File: src/trace_defs.svh
// constants for the trace trigger and sampling control block
// Function
// - source select 0 starts tracing when the drive enters a fault state.
// - source select 1 starts tracing on the analog trigger condition only.
// - source select 2 starts tracing on the digital trigger condition only.
// - source select 3 starts tracing when analog or digital condition is met.
// - source select 4 starts tracing when analog and digital conditions both hold.
// - analog direction 0 triggers when the value rises above the level.
// - analog direction 1 triggers when the value drops below the level.
// - digital polarity 0 triggers when the selected signal switches on.
// - digital polarity 1 triggers when the selected signal switches off.
// - command 0 is standby, 1 starts sampling, 3 stops sampling.
// - command 2 is a forced trigger: sampling stops, trace taken.
// - auto-start 1 begins sampling after power-on and after reset.
// - forced-trigger input on applies a forced trigger like command 2.
// - sampling gate input on starts sampling, off stops it.
// - a trace data error stops then restarts sampling and records a retry.
// - a second error within one minute stops sampling and flags retry excess.
// - status is four decimal digits: operation, trigger, retry, RAM state.
// - digit 1 active, trigger, retried, data present; retry digit 2 excess.
// - zero digits left of the highest non-zero digit are blanked.
// - status shown when monitor code 38 is on main or auxiliary slot. The code also shows it when code 38 is on the third slot, mon_sel_q[23:16].
// - trace-active output driven by output code 40 true, 140 inverted.
`ifndef TRACE_DEFS_SVH
`define TRACE_DEFS_SVH

// ****************************************
// register offsets (byte addresses)
// ****************************************
`define OFS_TRIG_CFG     8'h00
`define OFS_TRIG_LEVEL   8'h04
`define OFS_COMMAND      8'h08
`define OFS_STATUS       8'h0c
`define OFS_MONITOR_SEL  8'h10
`define OFS_TERM_SEL     8'h14

// ****************************************
// field positions
// ****************************************
`define CFG_SRC_LSB      0
`define CFG_ADIR_BIT     4
`define CFG_DPOL_BIT     5
`define CFG_ACH_LSB      8
`define CFG_DCH_LSB      12

// ****************************************
// reset values and codes
// ****************************************
`define RST_TRIG_CFG     16'h0000
`define RST_TRIG_LEVEL   11'h3e8
`define LEVEL_OFFSET     17'sh003e8
`define CODE_TRG_IN      8'h2e
`define CODE_TRC_IN      8'h2f
`define CODE_MON_STATUS  8'h26
`define CODE_OUT_POS     8'h28
`define CODE_OUT_NEG     8'h8c

// ****************************************
// timing
// ****************************************
`define CLK_HZ           25000000
`define RETRY_WINDOW_S   60

`endif

File: src/trace_pkg.sv
// types for the trace trigger and sampling control block
package trace_pkg;
   typedef enum logic [3:0] {
      ST_IDLE   = 4'b0001,
      ST_SAMPLE = 4'b0010,
      ST_RETRY  = 4'b0100,
      ST_DONE   = 4'b1000
   } trace_state_e;

   typedef enum logic [1:0] {
      CMD_STANDBY = 2'h0,
      CMD_START   = 2'h1,
      CMD_FORCE   = 2'h2,
      CMD_STOP    = 2'h3
   } trace_cmd_e;

   typedef enum logic [2:0] {
      SRC_FAULT   = 3'h0,
      SRC_ANALOG  = 3'h1,
      SRC_DIGITAL = 3'h2,
      SRC_OR      = 3'h3,
      SRC_AND     = 3'h4
   } trig_src_e;
endpackage
File: src/trace_ctrl.sv
// trace trigger selection, sampling control, retry and status display
`timescale 1ns/1ps
`include "trace_defs.svh"

module trace_ctrl
   import trace_pkg::*;
#(
   parameter int RETRY_WINDOW_CYC = `RETRY_WINDOW_S * `CLK_HZ
) (
   input  wire logic         clk_sys,
   input  wire logic         reset,
   input  wire logic [7:0]   avs_address,
   input  wire logic         avs_read,
   input  wire logic         avs_write,
   input  wire logic [31:0]  avs_writedata,
   output logic [31:0]       avs_readdata,
   output logic              avs_waitrequest,
   input  wire logic         sampling_auto_start,
   input  wire logic         fault_active,
   input  wire logic [127:0] analog_channels,
   input  wire logic [7:0]   digital_channels,
   input  wire logic [1:0]   term_in,
   input  wire logic         trace_data_error,
   input  wire logic         trace_ram_has_data,
   output logic              sampling_enable,
   output logic              trace_trigger,
   output logic              trace_active_output,
   output logic [15:0]       status_digits,
   output logic [3:0]        status_blank,
   output logic              panel_show_status
);

   // ****************************************
   // registers and bus slave
   // ****************************************
   logic [15:0]  cfg_q;
   logic [10:0]  level_q;
   logic [1:0]   cmd_q;
   logic [23:0]  mon_sel_q;
   logic [23:0]  term_sel_q;
   logic         ack_q;
   logic [31:0]  rdata_q;
   logic         wr_en;
   logic         cmd_wr;
   logic [1:0]   retry_digit_q;
   logic         trig_seen_q;
   trace_state_e state_q;
   trace_state_e state_d;

   // one wait cycle so read data can come from a flop
   assign avs_waitrequest = (avs_read | avs_write) & ~ack_q;
   assign wr_en = avs_write & ack_q;
   assign cmd_wr = wr_en && (avs_address == `OFS_COMMAND);

   always_ff @(posedge clk_sys) begin
      if (reset) begin
         ack_q <= 1'b0;
      end else begin
         ack_q <= (avs_read | avs_write) & ~ack_q;
      end
   end

   always_ff @(posedge clk_sys) begin
      if (reset) begin
         cfg_q      <= `RST_TRIG_CFG;
         level_q    <= `RST_TRIG_LEVEL;
         cmd_q      <= CMD_STANDBY;
         mon_sel_q  <= 24'h000000;
         term_sel_q <= 24'h000000;
      end else if (wr_en) begin
         case (avs_address)
            `OFS_TRIG_CFG:    cfg_q <= avs_writedata[15:0];
            `OFS_TRIG_LEVEL:  level_q <= avs_writedata[10:0];
            `OFS_COMMAND:     cmd_q <= avs_writedata[1:0];
            `OFS_MONITOR_SEL: mon_sel_q <= avs_writedata[23:0];
            `OFS_TERM_SEL:    term_sel_q <= avs_writedata[23:0];
            default:          ;
         endcase
      end
   end

   always_ff @(posedge clk_sys) begin
      if (reset) begin
         rdata_q <= 32'h00000000;
      end else if (avs_read & ~ack_q) begin
         case (avs_address)
            `OFS_TRIG_CFG:    rdata_q <= {16'h0000, cfg_q};
            `OFS_TRIG_LEVEL:  rdata_q <= {21'h000000, level_q};
            `OFS_COMMAND:     rdata_q <= {30'h00000000, cmd_q};
            `OFS_STATUS:      rdata_q <= {12'h000, status_blank, status_digits};
            `OFS_MONITOR_SEL: rdata_q <= {8'h00, mon_sel_q};
            `OFS_TERM_SEL:    rdata_q <= {8'h00, term_sel_q};
            default:          rdata_q <= 32'h00000000;
         endcase
      end
   end

   assign avs_readdata = rdata_q;

   // ****************************************
   // pin synchronisers
   // ****************************************
   logic [9:0] pin_s1_q;
   logic [9:0] pin_s2_q;
   logic [9:0] pin_raw;

   assign pin_raw = {term_in, digital_channels};

   genvar gi;
   generate
      for (gi = 0; gi < 10; gi++) begin : g_sync
         always_ff @(posedge clk_sys) begin
            if (reset) begin
               pin_s1_q[gi] <= 1'b0;
               pin_s2_q[gi] <= 1'b0;
            end else begin
               pin_s1_q[gi] <= pin_raw[gi];
               pin_s2_q[gi] <= pin_s1_q[gi];
            end
         end
      end
   endgenerate

   // ****************************************
   // input terminal function routing
   // ****************************************
   logic force_in;
   logic gate_in;
   logic gate_prev_q;

   assign force_in = (term_sel_q[7:0] == `CODE_TRG_IN && pin_s2_q[8]) ||
                     (term_sel_q[15:8] == `CODE_TRG_IN && pin_s2_q[9]);
   assign gate_in = (term_sel_q[7:0] == `CODE_TRC_IN && pin_s2_q[8]) ||
                    (term_sel_q[15:8] == `CODE_TRC_IN && pin_s2_q[9]);

   always_ff @(posedge clk_sys) begin
      if (reset) begin
         gate_prev_q <= 1'b0;
      end else begin
         gate_prev_q <= gate_in;
      end
   end

   // ****************************************
   // trigger conditions
   // ****************************************
   logic signed [15:0] a_sel;
   logic signed [16:0] a_offs;
   logic               a_lvl;
   logic               d_lvl;
   logic               cond;
   logic               cond_prev_q;
   logic               trig_pulse;
   logic [2:0]         src;

   assign src = cfg_q[`CFG_SRC_LSB +: 3];
   assign a_sel = analog_channels[{cfg_q[`CFG_ACH_LSB +: 3], 4'h0} +: 16];
   // percent shifted by the level offset so both compare unsigned-free
   assign a_offs = 17'(a_sel) + `LEVEL_OFFSET;

   always_comb begin
      a_lvl = a_offs > $signed({6'h00, level_q});
      if (cfg_q[`CFG_ADIR_BIT]) begin
         a_lvl = a_offs < $signed({6'h00, level_q});
      end
   end

   assign d_lvl = pin_s2_q[cfg_q[`CFG_DCH_LSB +: 3]] ^ cfg_q[`CFG_DPOL_BIT];

   always_comb begin
      case (src)
         SRC_FAULT:   cond = fault_active;
         SRC_ANALOG:  cond = a_lvl;
         SRC_DIGITAL: cond = d_lvl;
         SRC_OR:      cond = a_lvl | d_lvl;
         SRC_AND:     cond = a_lvl & d_lvl;
         default:     cond = 1'b0;
      endcase
   end

   always_ff @(posedge clk_sys) begin
      if (reset) begin
         cond_prev_q <= 1'b1;
      end else begin
         cond_prev_q <= cond;
      end
   end

   assign trig_pulse = cond & ~cond_prev_q;

   // ****************************************
   // retry window timer
   // ****************************************
   logic [30:0] win_cnt_q;
   logic        win_run_q;
   logic        err_hit;

   assign err_hit = trace_data_error && (state_q == ST_SAMPLE);

   always_ff @(posedge clk_sys) begin
      if (reset) begin
         win_cnt_q <= 31'h00000000;
         win_run_q <= 1'b0;
      end else if (err_hit) begin
         win_cnt_q <= 31'(RETRY_WINDOW_CYC - 1);
         win_run_q <= 1'b1;
      end else if (win_run_q) begin
         win_cnt_q <= win_cnt_q - 31'h00000001;
         win_run_q <= (win_cnt_q != 31'h00000000);
      end
   end

   // ****************************************
   // sampling state machine
   // ****************************************
   logic boot_q;
   logic start_req;
   logic stop_req;
   logic force_req;

   // power-on and reset both land here, so one path covers both
   always_ff @(posedge clk_sys) begin
      if (reset) begin
         boot_q <= 1'b1;
      end else begin
         boot_q <= 1'b0;
      end
   end

   assign start_req = (boot_q && sampling_auto_start) ||
                      (cmd_wr && avs_writedata[1:0] == CMD_START) ||
                      (gate_in && !gate_prev_q);
   assign stop_req = (cmd_wr && avs_writedata[1:0] == CMD_STOP) ||
                     (!gate_in && gate_prev_q);
   assign force_req = (cmd_wr && avs_writedata[1:0] == CMD_FORCE) || force_in;

   always_comb begin
      state_d = state_q;
      case (state_q)
         ST_IDLE, ST_DONE: begin
            if (start_req && retry_digit_q != 2'h2) begin
               state_d = ST_SAMPLE;
            end
         end
         ST_SAMPLE: begin
            if (err_hit) begin
               state_d = win_run_q ? ST_IDLE : ST_RETRY;
            end else if (force_req || trig_pulse) begin
               state_d = ST_DONE;
            end else if (stop_req) begin
               state_d = ST_IDLE;
            end
         end
         ST_RETRY: state_d = ST_SAMPLE;
         default:  state_d = ST_IDLE;
      endcase
   end

   always_ff @(posedge clk_sys) begin
      if (reset) begin
         state_q <= ST_IDLE;
      end else begin
         state_q <= state_d;
      end
   end

   always_ff @(posedge clk_sys) begin
      if (reset) begin
         trace_trigger <= 1'b0;
      end else begin
         trace_trigger <= (state_q == ST_SAMPLE) && !err_hit && (force_req || trig_pulse);
      end
   end

   always_ff @(posedge clk_sys) begin
      if (reset) begin
         trig_seen_q <= 1'b0;
      end else if (state_q == ST_SAMPLE && !err_hit && (force_req || trig_pulse)) begin
         trig_seen_q <= 1'b1;
      end else if (state_q != ST_SAMPLE && state_d == ST_SAMPLE) begin
         trig_seen_q <= 1'b0;
      end
   end

   // excess sticks until reset so a flaky recorder stays visible
   always_ff @(posedge clk_sys) begin
      if (reset) begin
         retry_digit_q <= 2'h0;
      end else if (err_hit) begin
         retry_digit_q <= win_run_q ? 2'h2 : 2'h1;
      end
   end

   always_ff @(posedge clk_sys) begin
      if (reset) begin
         sampling_enable <= 1'b0;
      end else begin
         sampling_enable <= (state_d == ST_SAMPLE);
      end
   end

   // ****************************************
   // status display and output terminal
   // ****************************************
   logic active;
   logic tr_out_d;

   assign active = (state_q == ST_SAMPLE);

   always_ff @(posedge clk_sys) begin
      if (reset) begin
         status_digits <= 16'h0000;
      end else begin
         status_digits <= {3'h0, trace_ram_has_data, 2'h0, retry_digit_q,
                           3'h0, trig_seen_q, 3'h0, active};
      end
   end

   always_ff @(posedge clk_sys) begin
      if (reset) begin
         status_blank <= 4'he;
      end else begin
         status_blank[3] <= !trace_ram_has_data;
         status_blank[2] <= !trace_ram_has_data && retry_digit_q == 2'h0;
         status_blank[1] <= !trace_ram_has_data && retry_digit_q == 2'h0 && !trig_seen_q;
         status_blank[0] <= 1'b0;
      end
   end

   always_ff @(posedge clk_sys) begin
      if (reset) begin
         panel_show_status <= 1'b0;
      end else begin
         panel_show_status <= mon_sel_q[7:0] == `CODE_MON_STATUS ||
                              mon_sel_q[15:8] == `CODE_MON_STATUS ||
                              mon_sel_q[23:16] == `CODE_MON_STATUS;
      end
   end

   always_comb begin
      case (term_sel_q[23:16])
         `CODE_OUT_POS: tr_out_d = active;
         `CODE_OUT_NEG: tr_out_d = !active;
         default:       tr_out_d = 1'b0;
      endcase
   end

   always_ff @(posedge clk_sys) begin
      if (reset) begin
         trace_active_output <= 1'b0;
      end else begin
         trace_active_output <= tr_out_d;
      end
   end

endmodule

File: config.mk
export PLATFORM = sky130hd
export DESIGN_NAME = trace_ctrl
export DESIGN_NICKNAME = d
export VERILOG_FILES = /design/src/trace_pkg.sv /design/src/trace_ctrl.sv
export VERILOG_INCLUDE_DIRS = /design/src
export SDC_FILE = /design/constraint.sdc
export NUM_CORES = 1
export LEC_CHECK = 0
export ABC_AREA = 1
export BUFFER_PORTS_ARGS = -buffer_cell sky130_fd_sc_hd__buf_2
export CAP_MARGIN = 20
export CORE_ASPECT_RATIO = 1.75
export CORE_MARGIN = 2
export CORE_UTILIZATION = 45
export CTS_BUF_LIST = sky130_fd_sc_hd__clkbuf_16
export DETAILED_ROUTE_END_ITERATION = 10
export MAX_ROUTING_LAYER = met4
export PLACE_DENSITY_LB_ADDON = 0.12
export SYNTH_ARGS = -nofsm -noshare
export SYNTH_HDL_FRONTEND = slang
export SYNTH_SLANG_ARGS = --single-unit
export TNS_END_PERCENT = 5
File: constraint.sdc
create_clock -name clk_sys -period 3.3 [get_ports clk_sys]
set_input_delay 0.66 -clock clk_sys [delete_from_list [all_inputs] [get_ports clk_sys]]
set_output_delay 0.66 -clock clk_sys [all_outputs]
set_load 0.005 [all_outputs]
Word-level counts from Yosys, hierarchy flattened
Cells that the tools add are included.
{"block": "totals", "reg_bits": 196, "out_inout_bits": 57}
{"block": "op_classes", "reduce_logical": 46, "order_cmp": 3, "bitwise": 10, "eq_ne": 28, "n_addsub": 2, "shifts": 1, "n_mux": 20}
{"cell": "$pmux W24 S6", "n": 1}
{"cell": "$shiftx A128 B8 Y16", "n": 1}
{"cell": "$eq A8 B6 Y1 const B", "n": 8}
{"cell": "$mux W31", "n": 2}
{"cell": "$reduce_bool A31 Y1", "n": 1}
{"cell": "$sub A31 B1 Y31 const B", "n": 1}
{"cell": "$logic_and A1 B1 Y1", "n": 18}
{"cell": "$add A16 B11 Y17 const B", "n": 1}
{"cell": "$gt A17 B12 Y1", "n": 1}
{"cell": "$lt A17 B12 Y1", "n": 1}
{"cell": "$eq A8 B4 Y1 const B", "n": 2}
{"cell": "$eq A8 B5 Y1 const B", "n": 2}
{"cell": "$mux W4", "n": 4}
{"cell": "$pmux W4 S3", "n": 1}
{"cell": "$reduce_and A2 Y1", "n": 5}
{"cell": "$logic_or A1 B1 Y1", "n": 9}
{"cell": "$eq A4 B2 Y1 const B", "n": 2}
{"cell": "$eq A8 B3 Y1 const B", "n": 1}
{"cell": "$eq A8 B8 Y1 const B", "n": 1}
{"cell": "$logic_not A8 Y1", "n": 1}
{"cell": "$mux W1", "n": 7}
{"cell": "$eq A3 B2 Y1 const B", "n": 2}
{"cell": "$logic_not A1 Y1", "n": 6}
{"cell": "$and A1 B1 Y1", "n": 5}
{"cell": "other kinds (22)", "n": 27}

Depth between registers and ports, before layout
Gate-level depths: netlist of the first run.
{"block": "depth", "depth_word": 15, "ltp_mapped": 27, "ltp_nobuf": 25}

Least setup slack after synthesis of the first run
No wires, ideal clock.
{"block": "synth_path", "path_kind": "register to register", "start": "reg cfg_q[8]", "end": "reg state_q[3]", "setup_ns": 0.131, "path_stages_with_launch": 26, "path_buffers": 4, "path_slack_ns": 0.381, "t_arrival_ns": 2.788, "synth_period_minus_slack_ns": 2.919, "cell_sequence": "dfxtp_1 -> buf_6 -> buf_6 -> buf_4 -> clkbuf_1 -> nor2_1 -> nor2_1 -> o21ai_0 -> a31oi_1 -> ha_1 -> nand2_1 -> inv_1 -> o21ai_0 -> a31o_2 -> nand2_1 -> a21o_1 -> a21oi_1 -> nand3_1 -> nand2_1 -> nand2_1 -> nand2_1 -> nand2_1 -> nand2_2 -> nand2_1 -> nand2_2 -> a21oi_2"}
{"block": "synth_via", "elab_chain_len": 11, "elab_cells_between_ends": 13, "cone_classes": "add/sub (1); order compare (2); shift (1); mux (5); bitwise (3); reduce/logical (1)"}
{"element": "from (decl)", "line": "trace_ctrl.sv:36", "rtl": "logic [15:0] cfg_q;"}
{"element": "from (signal assigned)", "line": "trace_ctrl.sv:65", "rtl": "cfg_q <= `RST_TRIG_CFG;"}
{"element": "from (signal assigned)", "line": "trace_ctrl.sv:72", "rtl": "`OFS_TRIG_CFG: cfg_q <= avs_writedata[15:0];"}
{"element": "$shiftx A128 B8 Y16 (*)", "line": "trace_ctrl.sv:157", "rtl": "assign a_sel = analog_channels[{cfg_q[`CFG_ACH_LSB +: 3], 4'h0} +: 16];"}
{"element": "$add A16 B11 Y17 (no source line) (*)"}
{"element": "$gt A17 B12 Y1 / $lt A17 B12 Y1 (equally long branches)", "line": "trace_ctrl.sv:162, trace_ctrl.sv:164"}
{"element": "$mux W1 (*)", "line": "trace_ctrl.sv:163", "rtl": "if (cfg_q[`CFG_ADIR_BIT]) begin"}
{"element": "$and A1 B1 Y1 / $or A1 B1 Y1 (equally long branches)", "line": "trace_ctrl.sv:176, trace_ctrl.sv:175"}
{"element": "$pmux W1 S5 (*)", "line": "trace_ctrl.sv:171", "rtl": "case (src)"}
{"element": "$and A1 B1 Y1 (*)", "line": "trace_ctrl.sv:189", "rtl": "assign trig_pulse = cond & ~cond_prev_q;"}
{"element": "$logic_or A1 B1 Y1 (*)", "line": "trace_ctrl.sv:248", "rtl": "end else if (force_req || trig_pulse) begin"}
{"element": "$mux W4 (*)", "line": "trace_ctrl.sv:248"}
{"element": "$mux W4 (*)", "line": "trace_ctrl.sv:246", "rtl": "if (err_hit) begin"}
{"element": "$pmux W4 S3 (*)", "line": "trace_ctrl.sv:239", "rtl": "case (state_q)"}
{"element": "to (signal assigned)", "line": "trace_ctrl.sv:263", "rtl": "state_q <= state_d;"}
{"element": "to (decl)", "line": "trace_ctrl.sv:47", "rtl": "trace_state_e state_q;"}
Every way passes the cells marked *; elsewhere a longest branch is shown, timed or not.
A chain may end at the register's enable or synchronous reset.

Final worst setup path of the first run
{"block": "layout_path", "start": "reg cfg_q[8]", "end": "reg trace_trigger"}
{"block": "layout_via", "elab_chain_len": 9, "elab_cells_between_ends": 11, "cone_classes": "add/sub (1); order compare (2); shift (1); mux (2); bitwise (3); reduce/logical (2)"}
{"element": "$shiftx A128 B8 Y16 (*)", "line": "trace_ctrl.sv:157"}
{"element": "$add A16 B11 Y17 (no source line) (*)"}
{"element": "$gt A17 B12 Y1 / $lt A17 B12 Y1 (equally long branches)", "line": "trace_ctrl.sv:162, trace_ctrl.sv:164"}
{"element": "$mux W1 (*)", "line": "trace_ctrl.sv:163"}
{"element": "$and A1 B1 Y1 / $or A1 B1 Y1 (equally long branches)", "line": "trace_ctrl.sv:176, trace_ctrl.sv:175"}
{"element": "$pmux W1 S5 (*)", "line": "trace_ctrl.sv:171"}
{"element": "$and A1 B1 Y1 (*)", "line": "trace_ctrl.sv:189"}
{"element": "$logic_or A1 B1 Y1 (*)", "line": "trace_ctrl.sv:271", "rtl": "trace_trigger <= (state_q == ST_SAMPLE) && !err_hit && (force_req || trig_pulse);"}
{"element": "$logic_and A1 B1 Y1 (*)", "line": "trace_ctrl.sv:271"}
{"element": "to (signal assigned)", "line": "trace_ctrl.sv:271"}
{"element": "to (decl)", "line": "trace_ctrl.sv:26", "rtl": "output logic trace_trigger,"}
Marks and branches as above.

==> flow_summary.ini, run 1 <==
[run_status]
outcome = finished, final reports clean

[detailed_routing]
antenna_left = 0
avgRoutedWirePerCell_um = 15.04
via_count = 9810
totalWireLength_mm = 28.90
drc = 0
firstDrtPassIters = 5
drtIter0Drc = 588
viasPerCell = 5.107

[yosys]
ys_seq_area_share_pct = 37.46
synth_common_cells = nand2_1 (273), inv_1 (223), dfxtp_1 (176), nor2_1 (175), o21ai_0 (131)
synthFlopType = dfxtp_1
yosysWarnings = 0
postSynthAreaPerCell_um2 = 6.577
ys_async_sr_fraction_pct = 0
synth_area_leaders = dfxtp_1 (37%), nand2_1 (11%), inv_1 (8.9%), nor2_1 (7.0%), o21ai_0 (7.0%)
yosysMostFrequentCell = nand2_1
netlist.area_leader.share_pct = 37.46
netlist_instances = 1430
yosysTopAreaCell = dfxtp_1
ys_ff_latch = 176
synth_edf_count = 0
ys_types = 52
syn_area_mm2 = 0.009405

[clock_tree]
clk_path_buf_depth = 2
cts_made_buffers = 17
clock_sinks = 176
clk_pin_slew_ps = 70
cts_tree = done
htree_num_levels = 4
cts-root-buf = clkbuf_16
insertion_delay_ps = 430

[finish]
areaGrowthSynthToFinish_pct = 24.37
multiInputGateArea_mm2 = 0.004767
fin_util_pct = 56.59
fillers = 2087
regArea_mm2 = 0.003528
postLayoutCellArea_mm2 = 0.01170
drive_gt1_share_pct = 21.91
nNetsFinal = 1854

[power_and_ir_drop]
switching_power_mw = 1.111
switching_share_pct = 25.20
leakage_nw = 5.692
ir_worst_vdd_uv = 396.9
clkPwrFrac_pct = 40.6
p_per_area_mw_per_mm2 = 376.8
internal-power_mw = 3.297
power_frac_comb_pct = 10.3
pwr-share-seq_pct = 49.1

[worst_setup_path]
r2r_start = cfg_q[8]
worstPathMaxFanout = 5
max_stage_delay_ps = 370
crit_required_ps = 3570
path_cells = buf_12 > clkbuf_16 > nand2_1 > nand3_1 > nand3_1 > nand2_2 > inv_1 > ha_2 > o31ai_2 > nand2_1 > ha_4 > nand4_1 > inv_1 > a21o_1 > a21oi_2 > nand3_1 > nand2_1 > nand2_1 > nand2_1 > nand2_1 > nand2_2 > nand2_2 > nand2_2 > nor2_1
crit_type = reg -> reg
crit_top_cell = nand2_1
crit_slowest_cell = dfxtp_4
cp.arrival_ps = 3460
crit_start = cfg_q[8]
crit_path_start_kind = flip-flop
cp-end-kind = flip-flop

[floorplan]
ios = 243
start_util_pct = 45.50
die_area_mm2 = 0.02212
die_h_um = 195.2
rows = 70
core_mm2 = 0.02067
die_w_um = 113.3

[timing]
finalHoldViolCount = 0
drv_slew = 0
rsz0062_at_grt = yes
max_slew_margin_pct = 40.79
timing.hold.ws_ps = 398.2
clock.fmax_mhz = 313.2
post-route-period-util_pct = 96.75
clock_skew_ps = 13.69
fin_crit_ps = 3193
setup_viol_count_final = 0
setup-tns-final_ps = 0
max_slew.worst_pin.slew_ps = 887.1

[global_route]
grt_first_pass_wirelength_mm = 44.62
grt_pass1_vias = 9365
overflow = 0
grt_usage_pct = 25.95
grt_max_degree = 72
antenna_found_initial = 3

[placement]
dpl_cell_area_mm2 = 0.01080
place_congestion = 0.8989
portBuffers = 214
post-dp-hpwl_mm = 21.50

[min_path]
hp-start = pin_s1_q[1]
min_path_type = reg -> reg

[job]
drv_cap = 0
[placed cells by master (no fill, tap or decap), types with 12 or more instances in the layout]
| cell | n |
|---|---|
| buf_4 | 43 |
| clkbuf_16 | 21 |
| inv_1 | 223 |
| nor4_1 | 12 |
| buf_2 | 214 |
| nand2_1 | 262 |
| o21ai_0 | 127 |
| nor2_1 | 172 |
| dfxtp_1 | 174 |
| o22ai_1 | 19 |
| nor3_1 | 22 |
| conb_1 | 20 |
| nand2_2 | 18 |
| nand3_1 | 72 |
| a21oi_1 | 106 |
[through the flow]
| step | setup WS [ps] | instances | total power [mW] |
|---|---|---|---|
| 2_1_floorplan | 381.0 | 1449 | 2.458 |
| 4_1_cts | 23.26 | 1907 | 4.422 |
| 6_report | 107.3 | 1921 | 4.408 |
| 3_5_place_dp | -110.8 | 1877 | 2.644 |
| 5_1_grt | -103.0 | 1921 | 4.599 |
| 3_3_place_gp | -110.7 | 1877 | 2.641 |
[final cells by class]
cell class / count / area share [%]
diodes: 3 / 0.06418
clock buffers: 17 / 3.637
clock inverters: 13 / 0.8022
inverters: 228 / 7.423
multi-input cells: 958 / 40.75
flip-flops and latches: 176 / 30.16
well taps: 252 / 2.695
repair buffers: 272 / 14.31
repair inverters: 2 / 0.1497
[cell families (layout without fill, tap and decap cells)]
group                      after synthesis  count (layout)  share of synthesized area, %
and+or+nand+nor                        598             598                         26.81
other                                    1              23                       0.03987
AOI/OAI and AO/OA                      317             317                         18.77
xor gates and xnor gates                10              10                        0.9313
buffers and inverters                  315             532                         14.26
adders and majority gates               13              13                         1.729
DFF                                    176             176                         37.46
[power by group through the flow]
| stage | clock network (mW) | registers (mW) | logic [mW] |
|---|---|---|---|
| 4_1_cts | 1.82 | 2.17 | 0.434 |
| 5_1_grt | 1.92 | 2.17 | 0.512 |
| 2_1_floorplan | 0 | 2.21 | 0.249 |
| 3_5_place_dp | 0 | 2.21 | 0.430 |
| 3_3_place_gp | 0 | 2.21 | 0.427 |
| 6_report | 1.79 | 2.17 | 0.454 |
[what timing repair did]
item,CTS,global route
gates resized for setup,0,51
setup buffers,0,5
endpoints found under the setup margin,0,6
hold buffers,0,0
[worst max-delay path, delay by kind of cell (launching register included)]
kind                     cells  cell delay, ps
AND/OR/NAND/NOR             15            1260
flip-flops                   1             370
AO/OA/AOI/OAI                3             570
buffers and inverters        4             420
adder cells (fa/ha/maj)      2             430
[path summary, 6_finish.rpt]
path,slack [ps],depth (start not counted),endpoint
worst min-delay path,400,2,pin_s2_q[1]
worst min register to register,400,2,pin_s2_q[1]
worst max-delay path,110,24,trace_trigger
worst max register to register,110,24,trace_trigger
[sequential cells by signal (all words and copies together) (netlist names), 2 cells and up]
name and cells:
state_q 4, cmd_q 2, status_digits 5, win_cnt_q 31, avs_readdata 24, pin_s1_q 10, term_sel_q 24, retry_digit_q 2
pin_s2_q 10, level_q 11, mon_sel_q 24, status_blank 3, cfg_q 16
[metal layers]
layer,vias up,track usage (%),wire (um)
met3,89,3.849,1299
met4,0,14.00,1624
met1,4402,25.01,10250
met5,-,-,0
met2,309,48.66,15720
li1,5010,-,-
No activity file was read; power rests on OpenSTA's default activity.
==> inputs of run 2 (changes only) <==
--- a/config.mk
+++ b/config.mk
@@ -11,7 +11,7 @@
 export CAP_MARGIN = 20
 export CORE_ASPECT_RATIO = 1.75
 export CORE_MARGIN = 2
-export CORE_UTILIZATION = 45
+export CORE_UTILIZATION = 54
 export CTS_BUF_LIST = sky130_fd_sc_hd__clkbuf_16
 export DETAILED_ROUTE_END_ITERATION = 10
 export MAX_ROUTING_LAYER = met4
==> flow_summary.ini, run 2 (synthesis results as in run 1) <==
[placement]
place_congestion = 0.9179
dpl_cell_area_mm2 = 0.01075
portBuffers = 214
post-dp-hpwl_mm = 20.99

[finish]
nNetsFinal = 1854
fin_util_pct = 68.74
largest_reg_flops = 31
areaGrowthSynthToFinish_pct = 24.44
postLayoutCellArea_mm2 = 0.01170
fillers = 1598
final_common_cell = nand2_1
drive_gt1_share_pct = 21.88
final_cell_mix = nand2_1 (263), inv_1 (223), buf_2 (215), dfxtp_1 (175), nor2_1 (172)
regMostFlops = win_cnt_q

[clock_tree]
htree_num_levels = 4
postCtsHoldBufs = 0
clk_path_buf_depth = 2
cts_made_buffers = 17
clk_pin_slew_ps = 70
clock_sinks = 176
insertion_delay_ps = 430
cts-root-buf = clkbuf_16
cts_tree = done

[floorplan]
die_h_um = 178.6
die_w_um = 103.8
ios = 243
rows = 63
core_mm2 = 0.01703
start_util_pct = 55.24
die_area_mm2 = 0.01853

[worst_setup_path]
max_stage_delay_ps = 410
cp-end-kind = flip-flop
crit_slowest_cell = dfxtp_4
crit_type = reg -> reg
cp.arrival_ps = 3480
path_cells = buf_8 > buf_12 > buf_12 > o21ai_0 > o22ai_1 > nor2_1 > a31oi_1 > ha_1 > nand2_1 > nor2_1 > nand2_1 > a31o_2 > nand2_1 > a21o_1 > a21oi_2 > nand3_1 > nand2_1 > nand2_1 > nand2_1 > nand2_1 > nand2_2 > nand2_2 > nand2_4 > a21oi_2
crit_top_cell = nand2_1
crit_path_start_kind = flip-flop
worstPathMaxFanout = 7
crit_required_ps = 3590

[timing]
rsz0062_at_grt = yes
clock_skew_ps = 11.94
drv_slew = 0
clock.fmax_mhz = 313.0
timing.hold.ws_ps = 404.7
max_slew_margin_pct = 34.02
setup_viol_count_final = 0
fin_crit_ps = 3195
max_slew.worst_pin.slew_ps = 988.7
finalHoldViolCount = 0
post-route-period-util_pct = 96.81

[detailed_routing]
viasPerCell = 5.244
firstDrtPassIters = 8
avgRoutedWirePerCell_um = 15.14
drtIter0Drc = 616
antenna_left = 0
via_count = 9942
totalWireLength_mm = 28.71
drc = 0

[global_route]
grt_max_degree = 72
grt_usage_pct = 30.55
grt_pass1_vias = 9294
antenna_found_initial = 0
overflow = 0
grt_first_pass_wirelength_mm = 43.91

[min_path]
min_path_type = reg -> reg

[power_and_ir_drop]
leakage_nw = 5.742
p_per_area_mw_per_mm2 = 387.7
ir_worst_vdd_uv = 393.2
power_mw = 4.538

[job]
drv_cap = 0

[run_status]
outcome = finished, final reports clean
## run 2: cell types whose count changed in the layout (fill, tap and decap cells not counted), sizes merged
cell,change
clkinvlp,-3
buf,+1
clkinv,+1
diode,-2
inv,+3
clkbuf,-1
bufinv,+1
## run 2: power breakdown
| group | internal (mW) | total (mW) | switching, mW | leakage (nW) |
|---|---|---|---|---|
| registers | 2.15 | 2.17 | 0.0162 | 1.43 |
| clock network | 1.05 | 1.92 | 0.870 | 0.277 |
| logic | 0.193 | 0.454 | 0.261 | 4.04 |
| total | 3.39 | 4.54 | 1.15 | 5.74 |
## run 2: layout make-up
| class | count | area, um^2 | area share, % |
|---|---|---|---|
| antenna | 1 | 2.502 | 0.02138 |
| clock buffer | 17 | 425.4 | 3.635 |
| clock inverter | 15 | 135.1 | 1.155 |
| inverter | 228 | 868.3 | 7.419 |
| multi-input combinational | 958 | 4770 | 40.75 |
| sequential | 176 | 3527 | 30.14 |
| tap | 227 | 284.0 | 2.427 |
| timing repair buffer | 272 | 1674 | 14.30 |
| timing repair inverter | 2 | 17.52 | 0.1497 |
## run 2: final timing paths
check	start	slack, ps	to	cells after the start
worst max register to register	cfg_q[8]	110	state_q[3]	24
worst max-delay path	cfg_q[8]	110	state_q[3]	24
worst min register to register	pin_s1_q[7]	400	pin_s2_q[7]	2
worst min-delay path	pin_s1_q[7]	400	pin_s2_q[7]	2
## run 2: timing repair
| action | in CTS | in global routing |
|---|---|---|
| resized for setup | 1 | 52 |
| setup endpoints to repair | 4 | 6 |
| buffers inserted | 0 | 9 |
| hold endpoints to repair | 0 | 0 |
| gates cloned | 0 | 6 |
| pin swaps | 0 | 37 |
## run 2: through the flow
| step | TNS, ps | setup slack [ps] | cells |
|---|---|---|---|
| 5_1_grt | -449.3 | -119.7 | 1895 |
| 3_3_place_gp | -399.3 | -108.6 | 1848 |
| 4_1_cts | 0 | 20.58 | 1880 |
| 6_report | 0 | 105.3 | 1896 |
| 3_5_place_dp | -855.3 | -183.3 | 1848 |
| 2_1_floorplan | 0 | 381.0 | 1449 |
## run 2: worst max-delay path: cells and delay by family, from the launching register on
kind            cells  cell delay [ps]
fa+ha+maj           1              280
simple gates       13              920
compound gates      7             1010
flops               1              410
buf+inv             3              400
## run 2: layer usage
metal  share of wire (%)  wire length [um]  vias up  track usage (%)
li1                    -                 -     5020                -
met3                 4.1              1176       96            3.909
met4                 5.8              1669        0            17.96
met5                   0                 0        -                -
met1                  35             10140     4516            28.84
met2                  55             15720      310            58.91
